--- config.mk ---
export PLATFORM = sky130hd
export DESIGN_NAME = sos_status
export DESIGN_NICKNAME = d
export VERILOG_FILES = /design/src/sos_pkg.sv /design/src/sos_evt_latch.sv /design/src/sos_word2.sv /design/src/sos_status.sv
export SDC_FILE = /design/constraint.sdc
export NUM_CORES = 1
export LEC_CHECK = 0
export ABC_AREA = 0
export ABC_CLOCK_PERIOD_IN_PS = 1200
export BUFFER_PORTS_ARGS = -buffer_cell sky130_fd_sc_hd__buf_4
export CAP_MARGIN = 30
export CORE_MARGIN = 4
export CORE_UTILIZATION = 30
export CTS_CLUSTER_SIZE = 14
export DETAILED_ROUTE_END_ITERATION = 7
export PLACE_DENSITY = 0.66
export RECOVER_POWER = 100
export SYNTH_ARGS = -nofsm -noshare
export SYNTH_HDL_FRONTEND = slang
export SYNTH_SLANG_ARGS = --single-unit
--- constraint.sdc ---
create_clock -name REF_CLK -period 1.2 [get_ports REF_CLK]
set_input_delay 0.18 -clock REF_CLK [delete_from_list [all_inputs] [get_ports REF_CLK]]
set_output_delay 0.18 -clock REF_CLK [all_outputs]
set_load 0.02 [all_outputs]
--- src/sos_pkg.sv ---
// Constants and carriers for the safety option status words.
// Assumes the user includes it before every other file of the block.
package sos_pkg;

  // Word one: level bits
  localparam int W1_NORMAL = 0; // Normal operation
  localparam int W1_SELFTEST = 1; // Power-up self test running
  localparam int W1_TORQUE_OFF = 2; // Torque-off function active
  localparam int W1_TIMED_STOP = 3; // Timed safe stop active
  localparam int W1_OUT_LOW = 8; // Safe output at 0 V
  localparam int W1_INIT = 9; // Initialized state
  localparam int W1_ACK_REQ = 10; // Fieldbus acknowledge request
  localparam int W1_INT_FAIL = 11; // Internal failure
  localparam int W1_RST_REQ = 12; // Reset required
  localparam int W1_FS_PEND = 13; // Pending fail-safe state
  localparam int W1_EXT_FAIL = 14; // External failure
  localparam int W1_SF_PEND = 15; // Safety function pending
  // Word one: event bits and error code field
  localparam int W1_GEN_RST = 16; // General reset done
  localparam int W1_CUST_OK = 17; // Customization confirmed
  localparam int W1_CUST_ABORT = 18; // Customization aborted
  localparam int W1_CUST_REQ = 19; // Customization requested
  localparam int W1_ST_WARN = 21; // Self-test warning
  localparam int W1_ERR_LSB = 24; // Error code field
  localparam int ERR_W = 8; // Error code width
  // Word two
  localparam int W2_DIN_LSB = 0; // Safety input state
  localparam int W2_BLANK = 4; // Blank initial state
  localparam int W2_BUS_LSB = 5; // Supported fieldbus code
  localparam int W2_BUS_W = 3; // Width of that code
  localparam int W2_BUS_FUNC = 8; // Function active over fieldbus
  localparam int W2_BUS_COMM = 9; // Fieldbus link established
  // Event latch indexes, matching the packing of sos_evt_s
  localparam int EVT_N = 5;
  localparam int EVT_GEN_RST = 0;
  localparam int EVT_CUST_OK = 1;
  localparam int EVT_CUST_ABORT = 2;
  localparam int EVT_CUST_REQ = 3;
  localparam int EVT_ST_WARN = 4;
  // Reset value and reserved masks
  localparam logic [31:0] STATUS_RESET = 32'h0000_0000;
  localparam logic [31:0] W1_RSVD_MASK = 32'h00D0_00F0;
  localparam logic [31:0] W2_RSVD_MASK = 32'hFFFF_FC0C;
  // Highest defined fieldbus code
  localparam logic [2:0] BUS_MAX = 3'h4;
  // Read selector values
  localparam logic SEL_ONE = 1'b0;
  localparam logic SEL_TWO = 1'b1;

  // Safety input state encoding
  typedef enum logic [1:0] {
    SOS_DIN_OFF = 2'h0,
    SOS_DIN_ON = 2'h1,
    SOS_DIN_PEND = 2'h2,
    SOS_DIN_ERR = 2'h3
  } sos_din_e;

  // Level conditions from the safety kernel
  typedef struct packed {
    logic selftest;
    logic torque_off;
    logic timed_stop;
    logic out_low;
    logic initialized;
    logic ack_req;
    logic int_fail;
    logic rst_req;
    logic fs_pend;
    logic ext_fail;
    logic sf_pend;
    logic failsafe_act;
    logic warning;
    logic [ERR_W-1:0] err_code;
  } sos_cond_s;

  // One-cycle event pulses; first field is the top bit
  typedef struct packed {
    logic st_warn;
    logic cust_req;
    logic cust_abort;
    logic cust_ok;
    logic gen_rst;
  } sos_evt_s;

  // Inputs of word two
  typedef struct packed {
    sos_din_e din;
    logic blank;
    logic [W2_BUS_W-1:0] bus_kind;
    logic bus_func;
    logic bus_comm;
  } sos_w2_s;

endpackage

--- src/sos_evt_latch.sv ---
// Sticky event flags, set by pulses and cleared on a read.
// Assumes one clock and a synchronous active-high reset.
`timescale 1ns/1ps
module sos_evt_latch #(
  parameter int N = 5
) (
  input wire logic clk,
  input wire logic rst,
  input wire logic [N-1:0] set,
  input wire logic clr,
  output logic [N-1:0] flags
);

  // Width check
  if (N < 1) begin : g_bad_n
    $error("sos_evt_latch: N must be at least 1");
  end

  // One flag per event; a set in the clearing cycle survives
  for (genvar i = 0; i < N; i++) begin : g_flag
    always_ff @(posedge clk) begin
      if (rst) begin
        flags[i] <= 1'b0;
      end else if (set[i]) begin
        flags[i] <= 1'b1;
      end else if (clr) begin
        flags[i] <= 1'b0;
      end
    end
  end

endmodule

--- src/sos_word2.sv ---
// Builds status word two from the input and fieldbus conditions.
// Assumes inputs synchronous to clk; the word lags them by one cycle.
`timescale 1ns/1ps
module sos_word2 #(
  parameter logic [2:0] MAX_CODE = sos_pkg::BUS_MAX
) (
  input wire logic clk,
  input wire logic rst,
  input wire sos_pkg::sos_w2_s w2_in,
  output logic [31:0] word
);

  logic [31:0] next_word; // Word before the register

  // Highest fieldbus code must be nonzero
  if (MAX_CODE == 3'h0) begin : g_bad_max
    $error("sos_word2: MAX_CODE must be nonzero");
  end

  // Pack fields; reserved bits stay zero
  always_comb begin
    next_word = sos_pkg::STATUS_RESET;
    next_word[sos_pkg::W2_DIN_LSB +: 2] = w2_in.din;
    next_word[sos_pkg::W2_BLANK] = w2_in.blank;
    // Undefined codes report no fieldbus rather than a wrong one
    if (w2_in.bus_kind <= MAX_CODE) begin
      next_word[sos_pkg::W2_BUS_LSB +: sos_pkg::W2_BUS_W] = w2_in.bus_kind;
    end
    next_word[sos_pkg::W2_BUS_FUNC] = w2_in.bus_func & w2_in.bus_comm;
    next_word[sos_pkg::W2_BUS_COMM] = w2_in.bus_comm;
  end

  // Word register
  always_ff @(posedge clk) begin
    if (rst) begin
      word <= sos_pkg::STATUS_RESET;
    end else begin
      word <= next_word;
    end
  end

  din_field_a: assert property (@(posedge clk) disable iff (rst)
    1 |=> word[1:0] == $past(w2_in.din)) else $error("input state field wrong");
  bus_func_a: assert property (@(posedge clk) disable iff (rst)
    !w2_in.bus_comm |=> !word[sos_pkg::W2_BUS_FUNC] && !word[sos_pkg::W2_BUS_COMM])
    else $error("fieldbus function shown without link");
  w2_reserved_a: assert property (@(posedge clk) disable iff (rst)
    (word & sos_pkg::W2_RSVD_MASK) == 32'h0000_0000) else $error("word two reserved bit set");

endmodule

--- src/sos_status.sv ---
// Top of the status block: word one, event latching and the read port.
// Assumes the safety kernel drives levels and one-cycle event pulses
// synchronous to REF_CLK, and that reads come from a single reader.
`timescale 1ns/1ps
module sos_status #(
  parameter logic [2:0] BUS_MAX_CODE = sos_pkg::BUS_MAX
) (
  input wire logic REF_CLK,
  input wire logic RESET,
  input wire sos_pkg::sos_cond_s COND,
  input wire sos_pkg::sos_evt_s EVT,
  input wire sos_pkg::sos_w2_s W2_IN,
  input wire logic RD_REQ,
  input wire logic RD_SEL,
  input wire logic WR_REQ,
  output logic [31:0] STATUS_ONE,
  output logic [31:0] STATUS_TWO,
  output logic [31:0] RD_DATA,
  output logic RD_VALID,
  output logic WR_REFUSED
);

  // Fieldbus code must fit its three-bit field
  if (BUS_MAX_CODE > 3'h7 || BUS_MAX_CODE == 3'h0) begin : g_bad_code
    $error("sos_status: BUS_MAX_CODE out of range");
  end

  // Word one as it will be registered
  logic [31:0] next_one;
  // Word two straight from its builder register
  logic [31:0] word_two;
  // Latched events, indexed as in the package
  logic [sos_pkg::EVT_N-1:0] evt_flags;
  // Event pulses as a vector
  logic [sos_pkg::EVT_N-1:0] evt_set;
  // A read of word one clears the latched events
  logic evt_clr;
  // Any reason for bit 0 to drop
  logic stop_any;

  // Pick the word that a read selects
  function automatic logic [31:0] pick_word(
    input logic sel,
    input logic [31:0] one,
    input logic [31:0] two
  );
    pick_word = (sel == sos_pkg::SEL_TWO) ? two : one;
  endfunction

  // Event pulses are packed in latch order
  assign evt_set = EVT;
  // Clear only when the reader fetches word one
  assign evt_clr = RD_REQ && (RD_SEL == sos_pkg::SEL_ONE);

  // Event latches; a pulse in the clearing cycle is kept
  sos_evt_latch #(
    .N(sos_pkg::EVT_N)
  ) u_evt (
    .clk(REF_CLK),
    .rst(RESET),
    .set(evt_set),
    .clr(evt_clr),
    .flags(evt_flags)
  );

  // Second status word builder
  sos_word2 #(
    .MAX_CODE(BUS_MAX_CODE)
  ) u_word2 (
    .clk(REF_CLK),
    .rst(RESET),
    .w2_in(W2_IN),
    .word(word_two)
  );

  // Normal operation drops on any active or pending stop or warning
  always_comb begin
    stop_any = COND.torque_off | COND.timed_stop | COND.sf_pend |
      COND.failsafe_act | COND.fs_pend | COND.warning;
  end

  // Assemble word one from levels, latched events and the error code
  always_comb begin
    // Start from zero so reserved positions stay clear
    next_one = sos_pkg::STATUS_RESET;
    next_one[sos_pkg::W1_NORMAL] = ~stop_any;
    next_one[sos_pkg::W1_SELFTEST] = COND.selftest;
    next_one[sos_pkg::W1_TORQUE_OFF] = COND.torque_off;
    next_one[sos_pkg::W1_TIMED_STOP] = COND.timed_stop;
    // Bit is high when the output sits at 0 V
    next_one[sos_pkg::W1_OUT_LOW] = COND.out_low;
    next_one[sos_pkg::W1_INIT] = COND.initialized;
    next_one[sos_pkg::W1_ACK_REQ] = COND.ack_req;
    next_one[sos_pkg::W1_INT_FAIL] = COND.int_fail;
    next_one[sos_pkg::W1_RST_REQ] = COND.rst_req;
    next_one[sos_pkg::W1_FS_PEND] = COND.fs_pend;
    next_one[sos_pkg::W1_EXT_FAIL] = COND.ext_fail;
    next_one[sos_pkg::W1_SF_PEND] = COND.sf_pend;
    // Events stay up until word one has been read
    next_one[sos_pkg::W1_GEN_RST] = evt_flags[sos_pkg::EVT_GEN_RST];
    next_one[sos_pkg::W1_CUST_OK] = evt_flags[sos_pkg::EVT_CUST_OK];
    next_one[sos_pkg::W1_CUST_ABORT] = evt_flags[sos_pkg::EVT_CUST_ABORT];
    next_one[sos_pkg::W1_CUST_REQ] = evt_flags[sos_pkg::EVT_CUST_REQ];
    next_one[sos_pkg::W1_ST_WARN] = evt_flags[sos_pkg::EVT_ST_WARN];
    // The kernel owns the code; it is passed through unchanged
    next_one[sos_pkg::W1_ERR_LSB +: sos_pkg::ERR_W] = COND.err_code;
  end

  // Process data copy of word one, refreshed every cycle
  always_ff @(posedge REF_CLK) begin
    if (RESET) begin
      STATUS_ONE <= sos_pkg::STATUS_RESET;
    end else begin
      STATUS_ONE <= next_one;
    end
  end

  // Word two leaves through a top-level register
  always_ff @(posedge REF_CLK) begin
    if (RESET) begin
      STATUS_TWO <= sos_pkg::STATUS_RESET;
    end else begin
      STATUS_TWO <= word_two;
    end
  end

  // Read port; data is taken from the same value that the
  // latches are cleared against, so no event slips between
  always_ff @(posedge REF_CLK) begin
    if (RESET) begin
      RD_DATA <= sos_pkg::STATUS_RESET;
    end else if (RD_REQ) begin
      RD_DATA <= pick_word(RD_SEL, next_one, word_two);
    end
  end

  // Read answer strobe, one cycle per request
  always_ff @(posedge REF_CLK) begin
    if (RESET) begin
      RD_VALID <= 1'b0;
    end else begin
      RD_VALID <= RD_REQ;
    end
  end

  // Writes touch nothing; the attempt is only reported
  always_ff @(posedge REF_CLK) begin
    if (RESET) begin
      WR_REFUSED <= 1'b0;
    end else begin
      WR_REFUSED <= WR_REQ;
    end
  end

  // Helper: any event pulse this cycle
  logic evt_any;
  assign evt_any = |evt_set;

  // Bit 0 follows the stop conditions one cycle later
  normal_bit_a: assert property (@(posedge REF_CLK) disable iff (RESET)
    1 |=> STATUS_ONE[sos_pkg::W1_NORMAL] == !$past(stop_any))
    else $error("normal bit does not match stop conditions");

  // A torque-off forces bit 0 low and bit 2 high together
  torque_off_a: assert property (@(posedge REF_CLK) disable iff (RESET)
    COND.torque_off |=> STATUS_ONE[sos_pkg::W1_TORQUE_OFF] && !STATUS_ONE[sos_pkg::W1_NORMAL])
    else $error("torque-off not reported");

  // Level bits 1, 3 and 8..15 mirror their conditions
  level_bits_a: assert property (@(posedge REF_CLK) disable iff (RESET)
    1 |=> {STATUS_ONE[sos_pkg::W1_SELFTEST], STATUS_ONE[sos_pkg::W1_TIMED_STOP],
      STATUS_ONE[sos_pkg::W1_OUT_LOW], STATUS_ONE[sos_pkg::W1_INIT],
      STATUS_ONE[sos_pkg::W1_ACK_REQ], STATUS_ONE[sos_pkg::W1_INT_FAIL],
      STATUS_ONE[sos_pkg::W1_RST_REQ], STATUS_ONE[sos_pkg::W1_FS_PEND],
      STATUS_ONE[sos_pkg::W1_EXT_FAIL], STATUS_ONE[sos_pkg::W1_SF_PEND]} ==
      $past({COND.selftest, COND.timed_stop, COND.out_low, COND.initialized,
      COND.ack_req, COND.int_fail, COND.rst_req, COND.fs_pend,
      COND.ext_fail, COND.sf_pend}))
    else $error("level bit mismatch");

  // General reset pulse shows two cycles on, even under a read
  gen_reset_a: assert property (@(posedge REF_CLK) disable iff (RESET)
    EVT.gen_rst |-> ##2 STATUS_ONE[sos_pkg::W1_GEN_RST])
    else $error("general reset event lost");

  // Customization request latches into bit 19
  cust_req_a: assert property (@(posedge REF_CLK) disable iff (RESET)
    EVT.cust_req |-> ##2 STATUS_ONE[sos_pkg::W1_CUST_REQ])
    else $error("customization request lost");

  // A latched warning holds until word one is read
  warn_hold_a: assert property (@(posedge REF_CLK) disable iff (RESET)
    evt_flags[sos_pkg::EVT_ST_WARN] && !evt_clr |=> evt_flags[sos_pkg::EVT_ST_WARN])
    else $error("warning dropped without a read");

  // A read of word one with no new events clears the event bits
  evt_clear_a: assert property (@(posedge REF_CLK) disable iff (RESET)
    evt_clr && !evt_any ##1 !evt_any |=>
      STATUS_ONE[sos_pkg::W1_ST_WARN:sos_pkg::W1_GEN_RST] == 6'h00)
    else $error("events not cleared by read");

  // Error code field passes through unchanged
  err_code_a: assert property (@(posedge REF_CLK) disable iff (RESET)
    1 |=> STATUS_ONE[sos_pkg::W1_ERR_LSB +: sos_pkg::ERR_W] == $past(COND.err_code))
    else $error("error code field wrong");

  // Read answers next cycle with the selected word
  read_data_a: assert property (@(posedge REF_CLK) disable iff (RESET)
    RD_REQ |=> RD_VALID && RD_DATA == pick_word($past(RD_SEL), STATUS_ONE, STATUS_TWO))
    else $error("read answer wrong");

  // A write changes no read data and is flagged
  write_none_a: assert property (@(posedge REF_CLK) disable iff (RESET)
    WR_REQ && !RD_REQ |=> WR_REFUSED && $stable(RD_DATA))
    else $error("write not refused");

  // Reserved bits of word one never rise
  w1_reserved_a: assert property (@(posedge REF_CLK) disable iff (RESET)
    (STATUS_ONE & sos_pkg::W1_RSVD_MASK) == 32'h0000_0000)
    else $error("word one reserved bit set");

  // Per-bit checks, one rule each, so a failure names its bit
  // Self test flag follows its condition one cycle later
  selftest_bit_a: assert property (@(posedge REF_CLK) disable iff (RESET)
    1 |=> STATUS_ONE[sos_pkg::W1_SELFTEST] == $past(COND.selftest))
    else $error("self test bit wrong");

  // Timed safe stop flag follows its condition
  timed_stop_a: assert property (@(posedge REF_CLK) disable iff (RESET)
    1 |=> STATUS_ONE[sos_pkg::W1_TIMED_STOP] == $past(COND.timed_stop))
    else $error("timed stop bit wrong");

  // High means the safe output sits at 0 V
  out_low_a: assert property (@(posedge REF_CLK) disable iff (RESET)
    1 |=> STATUS_ONE[sos_pkg::W1_OUT_LOW] == $past(COND.out_low))
    else $error("safe output bit wrong");

  // Initialized flag follows its condition
  init_bit_a: assert property (@(posedge REF_CLK) disable iff (RESET)
    1 |=> STATUS_ONE[sos_pkg::W1_INIT] == $past(COND.initialized))
    else $error("initialized bit wrong");

  // Acknowledge request follows its condition
  ack_req_a: assert property (@(posedge REF_CLK) disable iff (RESET)
    1 |=> STATUS_ONE[sos_pkg::W1_ACK_REQ] == $past(COND.ack_req))
    else $error("acknowledge request bit wrong");

  // Internal failure follows its condition
  int_fail_a: assert property (@(posedge REF_CLK) disable iff (RESET)
    1 |=> STATUS_ONE[sos_pkg::W1_INT_FAIL] == $past(COND.int_fail))
    else $error("internal failure bit wrong");

  // Reset required follows its condition
  rst_req_a: assert property (@(posedge REF_CLK) disable iff (RESET)
    1 |=> STATUS_ONE[sos_pkg::W1_RST_REQ] == $past(COND.rst_req))
    else $error("reset required bit wrong");

  // Pending fail-safe follows its condition
  fs_pend_a: assert property (@(posedge REF_CLK) disable iff (RESET)
    1 |=> STATUS_ONE[sos_pkg::W1_FS_PEND] == $past(COND.fs_pend))
    else $error("pending fail-safe bit wrong");

  // External failure follows its condition
  ext_fail_a: assert property (@(posedge REF_CLK) disable iff (RESET)
    1 |=> STATUS_ONE[sos_pkg::W1_EXT_FAIL] == $past(COND.ext_fail))
    else $error("external failure bit wrong");

  // Safety function pending follows its condition
  sf_pend_a: assert property (@(posedge REF_CLK) disable iff (RESET)
    1 |=> STATUS_ONE[sos_pkg::W1_SF_PEND] == $past(COND.sf_pend))
    else $error("function pending bit wrong");

  // Customization confirm latches into bit 17
  cust_ok_a: assert property (@(posedge REF_CLK) disable iff (RESET)
    EVT.cust_ok |-> ##2 STATUS_ONE[sos_pkg::W1_CUST_OK])
    else $error("customization confirm lost");

  // Customization abort latches into bit 18
  cust_abort_a: assert property (@(posedge REF_CLK) disable iff (RESET)
    EVT.cust_abort |-> ##2 STATUS_ONE[sos_pkg::W1_CUST_ABORT])
    else $error("customization abort lost");

  // Self-test warning latches into bit 21
  st_warn_a: assert property (@(posedge REF_CLK) disable iff (RESET)
    EVT.st_warn |-> ##2 STATUS_ONE[sos_pkg::W1_ST_WARN])
    else $error("self-test warning lost");

  // A pulse in the clearing cycle leaves its flag set
  set_wins_a: assert property (@(posedge REF_CLK) disable iff (RESET)
    EVT.gen_rst && evt_clr |=> evt_flags[sos_pkg::EVT_GEN_RST])
    else $error("event lost under a clearing read");

  // A read answer only ever follows a request
  valid_cause_a: assert property (@(posedge REF_CLK) disable iff (RESET)
    RD_VALID |-> $past(RD_REQ))
    else $error("read answer without request");

  // A refusal only ever follows a write attempt
  refuse_cause_a: assert property (@(posedge REF_CLK) disable iff (RESET)
    WR_REFUSED |-> $past(WR_REQ))
    else $error("refusal without write");

  // Blank state reaches word two two cycles after its input
  blank_bit_a: assert property (@(posedge REF_CLK) disable iff (RESET)
    1 |=> ##1 STATUS_TWO[sos_pkg::W2_BLANK] == $past(W2_IN.blank, 2))
    else $error("blank state bit wrong");

  // Link state reaches word two two cycles after its input
  comm_bit_a: assert property (@(posedge REF_CLK) disable iff (RESET)
    1 |=> ##1 STATUS_TWO[sos_pkg::W2_BUS_COMM] == $past(W2_IN.bus_comm, 2))
    else $error("link state bit wrong");

  // Main scenarios
  evt_read_c: cover property (@(posedge REF_CLK) disable iff (RESET)
    EVT.cust_ok ##2 evt_clr ##1 RD_VALID);
  set_clear_c: cover property (@(posedge REF_CLK) disable iff (RESET)
    EVT.gen_rst && evt_clr);
  write_try_c: cover property (@(posedge REF_CLK) disable iff (RESET)
    WR_REQ ##1 WR_REFUSED);
  word_two_c: cover property (@(posedge REF_CLK) disable iff (RESET)
    RD_REQ && RD_SEL == sos_pkg::SEL_TWO && W2_IN.bus_comm);
  normal_drop_c: cover property (@(posedge REF_CLK) disable iff (RESET)
    STATUS_ONE[sos_pkg::W1_NORMAL] ##1 !STATUS_ONE[sos_pkg::W1_NORMAL]);

endmodule

Word-level counts from Yosys, hierarchy flattened --
Cells that the tools add are included.
Word-level totals: bits in registers 135, input port bits 39, output and inout port bits 98, logic and storage cells 38
Cells by class: magnitude comparators 1, mux-type cells 7, bitwise operators 9, reduce and logical (&&, ||, !) cells 7
Operators with widths (number):
- 2-to-1 mux 32 bit | 1
- nonzero test 2 bit | 5
- 2-to-1 mux 1 bit | 6
- OR 1 bit | 5
- <= comparator 3 bit (second input constant) | 1
- NOT 1 bit | 3
- OR reduction 2 bit | 1
- bitwise AND 1 bit | 1
- logical AND 1 bit | 1

Longest topological paths before layout --
Gate-level depths: netlist (run 1).
depth in word-level cells 7, gate-level depth with buffers 6, depth with buffers taken out 3

By module --
Synthesis (run 1) repeated with hierarchy kept, for this count alone.
Unflattened totals: cells, all modules 338, area total of the unflattened synthesis 3609.7 um^2
By module, submodules not included:
- sos_status | instances 1, cells each 277, area an instance 3015.4 um^2, seq. area each 1821.7 um^2
- sos_word2 | instances 1, cells each 41, area an instance 419.2 um^2, seq. area each 160.2 um^2
- sos_evt_latch | instances 1, cells each 20, area an instance 175.2 um^2, seq. area each 100.1 um^2

Least setup slack after synthesis (run 1) --
No wires, ideal clock.
path kind input-to-reg, from input port RD_SEL, to register RD_DATA[14], library setup time 0.128 ns, arrival time 0.921 ns, data required time 1.072 ns, path slack 0.152 ns, cell stages on the path 6, buffers on the path 3, cells stage by stage clkbuf_1 -> nor2b_1 -> buf_4 -> buf_8 -> a21oi_1 -> nor2_1
Between the ends: word-level cells in the longest chain between the ends 1
RTL lines:
- start, declared | RTL line sos_status.sv:14 | input wire logic RD_SEL,
- 2-to-1 mux 32 bit | RTL line sos_status.sv:47 | pick_word = (sel == sos_pkg::SEL_TWO) ? two : one;
- end signal, assigned | RTL line sos_status.sv:131 | RD_DATA <= sos_pkg::STATUS_RESET;
- end signal, assigned | RTL line sos_status.sv:133 | RD_DATA <= pick_word(RD_SEL, next_one, word_two);
- end, declared | RTL line sos_status.sv:18 | output logic [31:0] RD_DATA,
Every way passes these cells. A chain may end at the register's enable or synchronous reset.

Final worst setup path (run 1) --
from register STATUS_ONE[13], to output port STATUS_ONE[13]
RTL lines:
- start, declared | RTL line sos_status.sv:16 | output logic [31:0] STATUS_ONE,
- start signal, assigned | RTL line sos_status.sv:112 | STATUS_ONE <= sos_pkg::STATUS_RESET;
- start signal, assigned | RTL line sos_status.sv:114 | STATUS_ONE <= next_one;
No word-level cell between the ends.

==> results.md, run 1 <==
* Placed Area at 3480 um^2
* Post-CTS setup buffer count at 0
* Core ar. at 8850 um^2
* Clk sinks at 77
* Crit path buf inv count at 1
* Worst-path clk slew at 80 ps
* Final Instance Area at 3560 um^2
* Worst Path Arrival at 920 ps
* Die H at 104 um
* Largest net degree at the start of global routing at 76
* Synth Register Bits at 77
* Detailed placement HPWL at 4460 um
* Via count at 2009
* TritonCTS Buffers at 9
* Die area at 10800 um^2
* TNS Setup at 0 ps
* Post-Route WL at 6240 um
* Final hold violation count at 0
* Slowest CP cell: dfxtp_1
* Post-cts repair resize count at 0
* WP data required at 1020 ps
* WS Path Type: flop to output pin
* Peak supply drop at 0.529 mV
* Remaining global-route overflow at 0
* Mapped Cells at 272
* Routed vias/inst at 4.12
* # nets final at 414
* Hold buffers post-CTS at 3
* Clock insertion delay at the later pin of the skew report at 350 ps
* Max H-tree Level at 3
* N_diodes at 0
* Number of global-route vias before repair at 1998
* Fill count at 929
* Synth top area cells: dfxtp_1, nor2b_1, buf_4
* Pin slew with the least headroom to its limit at 815 ps
* Worst slew margin at 0.457
* Syn Area/Cell at 10.2 um^2
* Hold slack at 37.8 ps
* Post-route ant nets at 0
* Clk_skew at 9.96 ps
* Slowest stage delay, CP at 310 ps
* Layout cells sized above 1 at 0.247
* Starting density of the core at 0.313
* I/O pins at 137
* Routed WL per cell at 12.8 um
* Final core occ at 0.403
* Min cycle time layout at 1100 ps
* Die width at 104 um
* Placed Cells incl. Taps at 469
* IO Port Bufs at 102
* HP Class: input port to flop
* Top-area cell type share of the netlist area at 0.557
* Pre-CTS setup slack at -140 ps
* Startpoint Class: flop
* Total track usage at 0.115
* Warnings from Yosys at 0
* MaxCap Viol Count at 0
* Seq/Total Area, Yosys at 0.557
* RSZ-0062 raised after global routing: no
* Layout area overhead at 28.9%
* Root Driver: clkbuf_8
* Max FO, Critical Path at 1
* Top cell family by delay on the critical path: flip-flops
* Synth area leader: dfxtp_1
* Pwr per Cell Area at 1530 nW/um^2
* Max-slew violations at 0
* Maximum root-to-sink buffer count at 2
* Cell row count at 34
* Crit end category: output pin
* Initial DRT Pass Iterations at 4
* Final setup viols at 0
* First-pass GRT wire length at 10100 um
* TritonCTS clock tree: yes
* Final WS setup at 102 ps
* Peak Freq at 910 MHz
* Status: finished clean
* Tot Pwr at 5.45 mW
* Initial antenna violation count at 0
* Drc violations at 0
* Unique masters post-synth at 24
* Post-Syn Area at 2770 um^2
* Violation count after the first detailed-route iteration at 59
* Leak at 1.54 nW
* Crit path cell chain: clkbuf_1
* GPL Wtd Cong at 0.770
* Final non-filler cell total at 488
* Final worst path period share at 0.915
## logic make-up (layout without fill, tap and decap cells)
logic type / count (synthesis) / after routing / synth area share
AOI/OAI and AO/OA: 35 / 35 / 0.0701
muxes: 3 / 3 / 0.0109
buffers and inverters: 51 / 126 / 0.133
DFF: 77 / 77 / 0.557
other: 1 / 34 / 0.00136
and+or+nand+nor: 105 / 105 / 0.228
## path summary, 6_finish.rpt
check	from	to	slack, ps	cells past startpoint
worst min register to register	u_word2.word[6]	STATUS_TWO[6]	460	1
worst max register to register	RD_DATA[0]	RD_DATA[0]	350	3
worst max-delay path	STATUS_ONE[13]	STATUS_ONE[13]	100	1
worst min-delay path	COND[10]	STATUS_ONE[0]	40	2
## metal layers
layer	up-vias	global-route usage	wire [um]
li1	1004	-	-
met1	901	0.139	2730
met2	92	0.187	2890
met3	12	0.0360	516
met4	0	0.0484	100
met5	-	0	0
## flip-flops by register name, summed over array words and instances, names as in the netlist
| register | cells |
|---|---|
| RD_VALID | 1 |
| STATUS_ONE | 25 |
| u_evt.flags | 5 |
| RD_DATA | 29 |
| WR_REFUSED | 1 |
| STATUS_TWO | 8 |
| u_word2.word | 8 |
## cell usage in the layout, fill, tap and decap left out, types with 2 or more instances in the layout
cell,count
a211oi_1,3
a21oi_1,30
buf_4,65
clkbuf_1,34
clkbuf_2,6
clkbuf_4,2
clkbuf_8,12
conb_1,34
dfxtp_1,77
dlygate4sd3_1,3
inv_6,2
mux2i_1,3
nand2b_1,10
nand3_1,4
nand3b_1,5
nor2_1,24
nor2b_1,53
nor2b_2,2
nor3b_1,2
## synthesized netlist by cell type
cell type and instances:
a211oi_1 3, a21oi_1 30, a31oi_1 1, and2_1 1, and2b_4 1, buf_2 3
buf_4 36, buf_6 2, buf_8 2, clkbuf_1 8, conb_1 1, dfxtp_1 77
mux2i_1 3, nand2b_1 10, nand3_1 4, nand3b_1 5, nor2_1 24, nor2b_1 54
nor2b_2 1, nor3b_1 2, nor4_4 1, nor4b_1 1, o2bb2ai_2 1, or4_4 1
## report_power, final
group | internal (mW) | switching, mW
Combinational | 0.243 | 0.404
Clock | 1.14 | 0.945
Sequential | 2.67 | 0.0445
Total | 4.05 | 1.39
## final cells by class
cell class	instances	area, um^2	area share
Tap cell	108	135	0.0379
Clock inverter	4	52.6	0.0147
Multi-Input combinational cell	177	980	0.275
Clock buffer	12	165	0.0463
Timing Repair Buffer	110	691	0.194
Sequential cell	77	1540	0.432
## worst reg2reg max path, stage by stage, from the launching register on
cell,delay (ps)
dfxtp_1,320
and2b_4,150
a31oi_1,170
o2bb2ai_2,80
Power figures use the tool's default switching activity.
==> inputs of run 2 (changes only) <==
- CORE_UTILIZATION: 30 -> 43
- PLACE_DENSITY: 0.66 -> 0.81
- SYNTH_HIERARCHICAL: not set -> 1
==> results.md, run 2 <==
* Clk_skew at 8.59 ps (-1.38 ps)
* Most frequent cells in the layout: dfxtp_1, nor2b_1, buf_4, clkbuf_1
* Synth Register Bits at 104 (+35%)
* Synth top area cells: dfxtp_1, nor2b_1, buf_4
* Largest net degree at the start of global routing at 104 (+37%)
* Leak at 1.99 nW (+29%)
* Layout area overhead at 24.6%
* Top cell family by delay on the critical path: flip-flops
* HP Class: input port to flop
* Crit path cell chain: clkbuf_1
* Starting density of the core at 0.442 (+0.129)
* RSZ-0062 raised after global routing: no
* Post-Route WL at 7900 um (+27%)
* Root Driver: clkbuf_8
* Fill count at 782 (-16%)
* Die width at 99.6 um (-4.2%)
* Via count at 2518 (+25%)
* # nets final at 504 (+22%)
* Final setup viols at 0 (unchanged)
* Warnings from Yosys at 6 (+6)
* Number of global-route vias before repair at 2552 (+28%)
* Core ar. at 8180 um^2 (-7.6%)
* N_diodes at 0 (unchanged)
* Slowest CP cell: dfxtp_1
* Violation count after the first detailed-route iteration at 55 (-6.8%)
* First-pass GRT wire length at 12600 um (+25%)
* WS Path Type: flop to output pin
* Worst-path clk slew at 90 ps (about the same)
* Clk sinks at 104 (+35%)
* Drc violations at 0 (unchanged)
* Crit path buf inv count at 1 (unchanged)
* Die H at 99.6 um (-4.2%)
* Most common cell after layout, fill and taps aside: dfxtp_1
* Stages on worst setup path at 1 (unchanged)
* Max H-tree Level at 3 (unchanged)
* Top-area cell type share of the netlist area at 0.577 (+0.0196)
* Worst Path Arrival at 930 ps (about the same)
* R2r setup slk at 420 ps (+70 ps)
* I/O pins at 137 (unchanged)
* Total track usage at 0.161 (+0.0465)
* Synth area leader: dfxtp_1
* Hold slack at 25.7 ps (-12.1 ps)
* Fraction of registers with async set/reset at 0 (unchanged)
* Min cycle time layout at 1110 ps (+7.18 ps)
* CP startpoint: STATUS_ONE[17]
* Pre-CTS setup slack at -5.66 ps (+134 ps)
* Reg2Reg Depth at 2 (-1)
* WP data required at 1020 ps (about the same)
* GPL Wtd Cong at 0.774 (+0.56%)
* Final WS setup at 94.4 ps (-7.18 ps)
* R2r endpoint: RD_DATA[16]
* Unique masters post-synth at 21 (-13%)
* Routed WL per cell at 13.8 um (+7.6%)
* Detailed placement HPWL at 5680 um (+27%)
* Slowest stage delay, CP at 310 ps (about the same)
* Largest registers: RD_DATA x32, STATUS_TWO x32, STATUS_ONE x25
* Final core occ at 0.550 (+0.147)
* Initial DRT Pass Iterations at 4 (unchanged)
* IO Port Bufs at 129 (+26%)
* Seq/Total Area, Yosys at 0.577 (+0.0196)
* Main synth FF type: dfxtp_1
* Commonest cells post-synth: dfxtp_1, nor2b_1, buf_4, nor2_1
* Routed vias/inst at 4.39 (+6.6%)
* Status: finished clean
* Pin slew with the least headroom to its limit at 698 ps (-117 ps)
* Crit end category: output pin
* Die area at 9920 um^2 (-8.3%)
* Most common cell in the netlist: dfxtp_1
* Cell row count at 33 (-2.9%)
* Startpoint Class: flop
* Layout cells sized above 1 at 0.220 (-0.0278)
* Post-Syn Area at 3610 um^2 (+30%)
* Remaining global-route overflow at 0 (unchanged)
* TritonCTS clock tree: yes
* Post-route ant nets at 0 (unchanged)
* MaxCap Viol Count at 0 (unchanged)
* Mapped Cells at 338 (+24%)
* Worst r2r src: u_evt/flags[0]
* Tot Pwr at 6.88 mW (+26%)
* Peak Freq at 904 MHz (-0.65%)
* Final worst path period share at 0.921 (+0.00598)
* TNS Setup at 0 ps (unchanged)
* Post-synth EDFFs at 0 (unchanged)
* Initial antenna violation count at 0 (unchanged)
* Syn Area/Cell at 10.7 um^2 (+5.0%)
* Pwr per Cell Area at 1530 nW/um^2 (+0.12%)
* Max FO, Critical Path at 1 (unchanged)
* Max-slew violations at 0 (unchanged)
* Worst slew margin at 0.535 (+0.0782)
* Clock insertion delay at the later pin of the skew report at 350 ps (about the same)
* Final hold violation count at 0 (unchanged)
* Hold wc startpoint: COND[12]
* CP endpoint: STATUS_ONE[17]
* Peak supply drop at 0.774 mV (+46%)
* Maximum root-to-sink buffer count at 2 (unchanged)
* TritonCTS Buffers at 9 (unchanged)
==> run 2: changes by cell type after synthesis, sizes merged, moves of 3 or more <==
cell    change
buf         -6
a21oi      -17
nand3       -4
a211oi     +21
nor2        +7
and2b       +3
mux2i      +21
clkbuf      +6
nand2b      -5
inv         +5
nand3b      -5
nor2b      +12
dfxtp      +27
==> run 2: per-layer routing <==
metal	GRT usage	up-vias	share of wire
li1	-	1289	-
met3	0.0456	10	0.067
met5	0	-	0
met2	0.278	78	0.51
met4	0.0683	0	0.016
met1	0.186	1141	0.41
==> run 2: kinds of logic (layout without fill, tap and decap cells) <==
group                  Yosys count  after routing  share of synthesized area
other                            2             31                    0.00208
AO/OA/AOI/OAI                   38             38                     0.0704
buffers and inverters           56            158                     0.0957
multiplexers                    24             24                     0.0666
flip-flops                     104            104                      0.577
AND/OR/NAND/NOR                114            114                      0.189
==> run 2: power breakdown <==
part	leakage [nW]	total, mW	switching (mW)	internal [mW]
registers	0.862	3.71	0.0737	3.64
logic	1.03	0.878	0.533	0.345
clock network	0.0946	2.29	1.13	1.16
total	1.99	6.88	1.74	5.15
==> run 2: stage by stage <==
stage	std cells	area (um^2)
finish	574	4500
global route	574	4500
CTS	574	4790
detailed placement	556	4550
global placement	556	4550
floorplan	367	3720
==> run 2: how the worst min path moves through the flow <==
stage                                 end  slack, ps  depth (start not counted)
after floorplan            u_evt/flags[0]        250                          1
after global placement    u_word2/word[7]        350                          2
after detailed placement  u_word2/word[5]        360                          2
after CTS                   STATUS_ONE[0]          9                          2
after global routing        STATUS_ONE[0]         20                          2
final                       STATUS_ONE[0]         30                          2
==> run 2: area by class of cell <==
cell class / count / area (um^2) / share of cell area
Inverter: 5 / 18.8 / 0.00417
Clock buffer: 10 / 128 / 0.0284
Timing Repair Buffer: 138 / 790 / 0.175
Sequential cell: 104 / 2080 / 0.463
Multi-Input combinational cell: 207 / 1270 / 0.282
Tap cell: 105 / 131 / 0.0292
Clock inverter: 5 / 82.6 / 0.0184
==> run 2: timing repair <==
action / in CTS / in global routing
hold buffers: 3 / 0
hold endpoints to repair: 3 / 0
setup buffers: 0 / 0
resized for setup: 0 / 0
==> inputs of run 3 (changes only) <==
==> constraint.sdc (replaced) <==
create_clock -name REF_CLK -period 1.2 [get_ports REF_CLK]
set_input_delay 0.12 -clock REF_CLK [delete_from_list [all_inputs] [get_ports REF_CLK]]
set_output_delay 0.12 -clock REF_CLK [all_outputs]
set_load 0.02 [all_outputs]
==> results.md, run 3 (same netlist as run 2, synthesis figures left out) <==
* Slowest CP cell: dfxtp_1
* HP Class: input port to flop
* WS Path Type: flop to output pin
* TNS Setup at 0 ps (unchanged)
* MaxCap Viol Count at 0 (unchanged)
* Crit path buf inv count at 1 (unchanged)
* Crit path cell chain: clkbuf_1
* Largest registers: RD_DATA x32, STATUS_TWO x32, STATUS_ONE x25
* Cell row count at 33 (unchanged)
* Violation count after the first detailed-route iteration at 60 (+9.1%)
* Routed vias/inst at 4.45 (+1.3%)
* Max H-tree Level at 3 (unchanged)
* Post-route ant nets at 0 (unchanged)
* Pre-CTS setup slack at 34.9 ps (+40.6 ps)
* Min cycle time layout at 1070 ps (-30.7 ps)
* Layout cells sized above 1 at 0.150 (-0.0698)
* Tot Pwr at 6.63 mW (-3.7%)
* Final non-filler cell total at 599 (+4.4%)
* Worst-path clk slew at 90 ps (about the same)
* Clk_skew at 6.55 ps (-2.03 ps)
* Post-cts repair resize count at 0 (unchanged)
* Maximum root-to-sink buffer count at 2 (unchanged)
* Layout area overhead at 29.0%
* Hold slack at 18.3 ps (-7.39 ps)
* Hold buffers post-CTS at 27 (+24)
* Final core occ at 0.570 (+0.0193)
* Core ar. at 8180 um^2 (unchanged)
* Most frequent cells in the layout: dfxtp_1, clkbuf_1, nor2b_1, buf_4
* Worst slew margin at 0.408 (-0.126)
* Peak Freq at 930 MHz (+2.9%)
* Clock Power Share at 0.300 (-0.033)
* Detailed placement HPWL at 5900 um (+3.9%)
* Remaining global-route overflow at 0 (unchanged)
* I/O pins at 137 (unchanged)
* Crit end category: output pin
* Pin slew with the least headroom to its limit at 887 ps (+190 ps)
* Fill count at 794 (+1.5%)
* Comb power frac at 0.140 (+0.012)
* Post-Route WL at 8250 um (+4.4%)
* Largest net degree at the start of global routing at 56 (-46%)
* Placed Cells incl. Taps at 556 (unchanged)
* Post-CTS setup buffer count at 0 (unchanged)
* Placed Area at 4560 um^2 (+0.28%)
* Most common cell after layout, fill and taps aside: dfxtp_1
* Routed WL per cell at 13.8 um (about the same)
* Final Instance Area at 4660 um^2 (+3.5%)
* Startpoint Class: flop
* IO Port Bufs at 129 (unchanged)
* Initial antenna violation count at 0 (unchanged)
* Net Sw Frac at 0.264 (+0.0114)
* # nets final at 528 (+4.8%)
* TritonCTS clock tree: yes
* Die area at 9920 um^2 (unchanged)
* Worst Path Arrival at 950 ps (+20 ps)
* Number of global-route vias before repair at 2681 (+5.1%)
* Total track usage at 0.167 (+0.00574)
* Root Driver: clkbuf_8
* WP data required at 1080 ps (+60 ps)
* Leak at 1.98 nW (-0.49%)
* Net Sw Power at 1.75 mW (+0.68%)
* Starting density of the core at 0.442 (unchanged)
* Peak supply drop at 0.738 mV (-4.7%)
* Max FO, Critical Path at 2 (+1)
* Final WS setup at 125 ps (+30.7 ps)
* TritonCTS Buffers at 9 (unchanged)
* Seq pwr share at 0.560 (+0.021)
* Final worst path period share at 0.896 (-0.0256)
* Final hold violation count at 0 (unchanged)
* Die H at 99.6 um (unchanged)
* Status: finished clean
* Clock insertion delay at the later pin of the skew report at 350 ps (about the same)
* Max-slew violations at 0 (unchanged)
* Internal at 4.88 mW (-5.1%)
* Cell depth of the worst min-delay path at 2 (unchanged)
* Pwr per Cell Area at 1420 nW/um^2 (-6.9%)
* Clk sinks at 104 (unchanged)
* Initial DRT Pass Iterations at 4 (unchanged)
* RSZ-0062 raised after global routing: no
* Via count at 2663 (+5.8%)
* Stages on worst setup path at 1 (unchanged)
* First-pass GRT wire length at 13000 um (+3.4%)
* Top cell family by delay on the critical path: flip-flops
* GPL Wtd Cong at 0.749 (-3.3%)
* Reg2Reg Depth at 2 (unchanged)
* Slowest stage delay, CP at 350 ps (+40 ps)
* Drc violations at 0 (unchanged)
* Die width at 99.6 um (unchanged)
* N_diodes at 0 (unchanged)
* Final setup viols at 0 (unchanged)
-- run 3: changes by cell type in the layout (fill, tap and decap cells not counted), sizes merged --
cell	delta
buf	-11
bufinv	-2
clkbuf	+13
clkinv	+2
clkinvlp	-1
dlygate4sd3	+24
-- run 3: cell type report --
| cell class | instances | area, um^2 | share of cell area |
|---|---|---|---|
| flip-flops and latches | 104 | 2080 | 0.447 |
| multi-input cells | 207 | 1270 | 0.273 |
| repair buffers | 162 | 971 | 0.208 |
| clock buffers | 12 | 155 | 0.0333 |
| well taps | 105 | 131 | 0.0282 |
| clock inverters | 4 | 28.8 | 0.00618 |
| inverters | 5 | 18.8 | 0.00403 |
-- run 3: power by group through the flow --
| stage | Clock (mW) | Sequential, mW | Combinational (mW) |
|---|---|---|---|
| 2_1_floorplan | 0 | 3.99 | 0.408 |
| 4_1_cts | 2.06 | 3.72 | 1.06 |
| 3_3_place_gp | 0 | 3.79 | 0.967 |
| 5_1_grt | 2.19 | 3.74 | 1.01 |
| 3_5_place_dp | 0 | 3.80 | 0.987 |
| 6_report | 1.99 | 3.72 | 0.926 |
-- run 3: metal layers --
| metal | share of wire | vias to the layer above | track usage | routed length, um |
|---|---|---|---|---|
| met2 | 0.52 | 70 | 0.300 | 4290 |
| met5 | 0 | - | 0 | 0 |
| met3 | 0.053 | 12 | 0.0365 | 435 |
| met4 | 0.016 | 0 | 0.0735 | 130 |
| li1 | - | 1344 | - | - |
| met1 | 0.41 | 1237 | 0.189 | 3390 |
-- run 3: path summary, 6_finish.rpt --
path                    from             end  slack [ps]
max              RD_DATA[17]     RD_DATA[17]         130
min                  COND[5]  STATUS_ONE[29]          20
max reg2reg   u_evt/flags[4]     RD_DATA[21]         400
min reg2reg  u_word2/word[6]   STATUS_TWO[6]         480
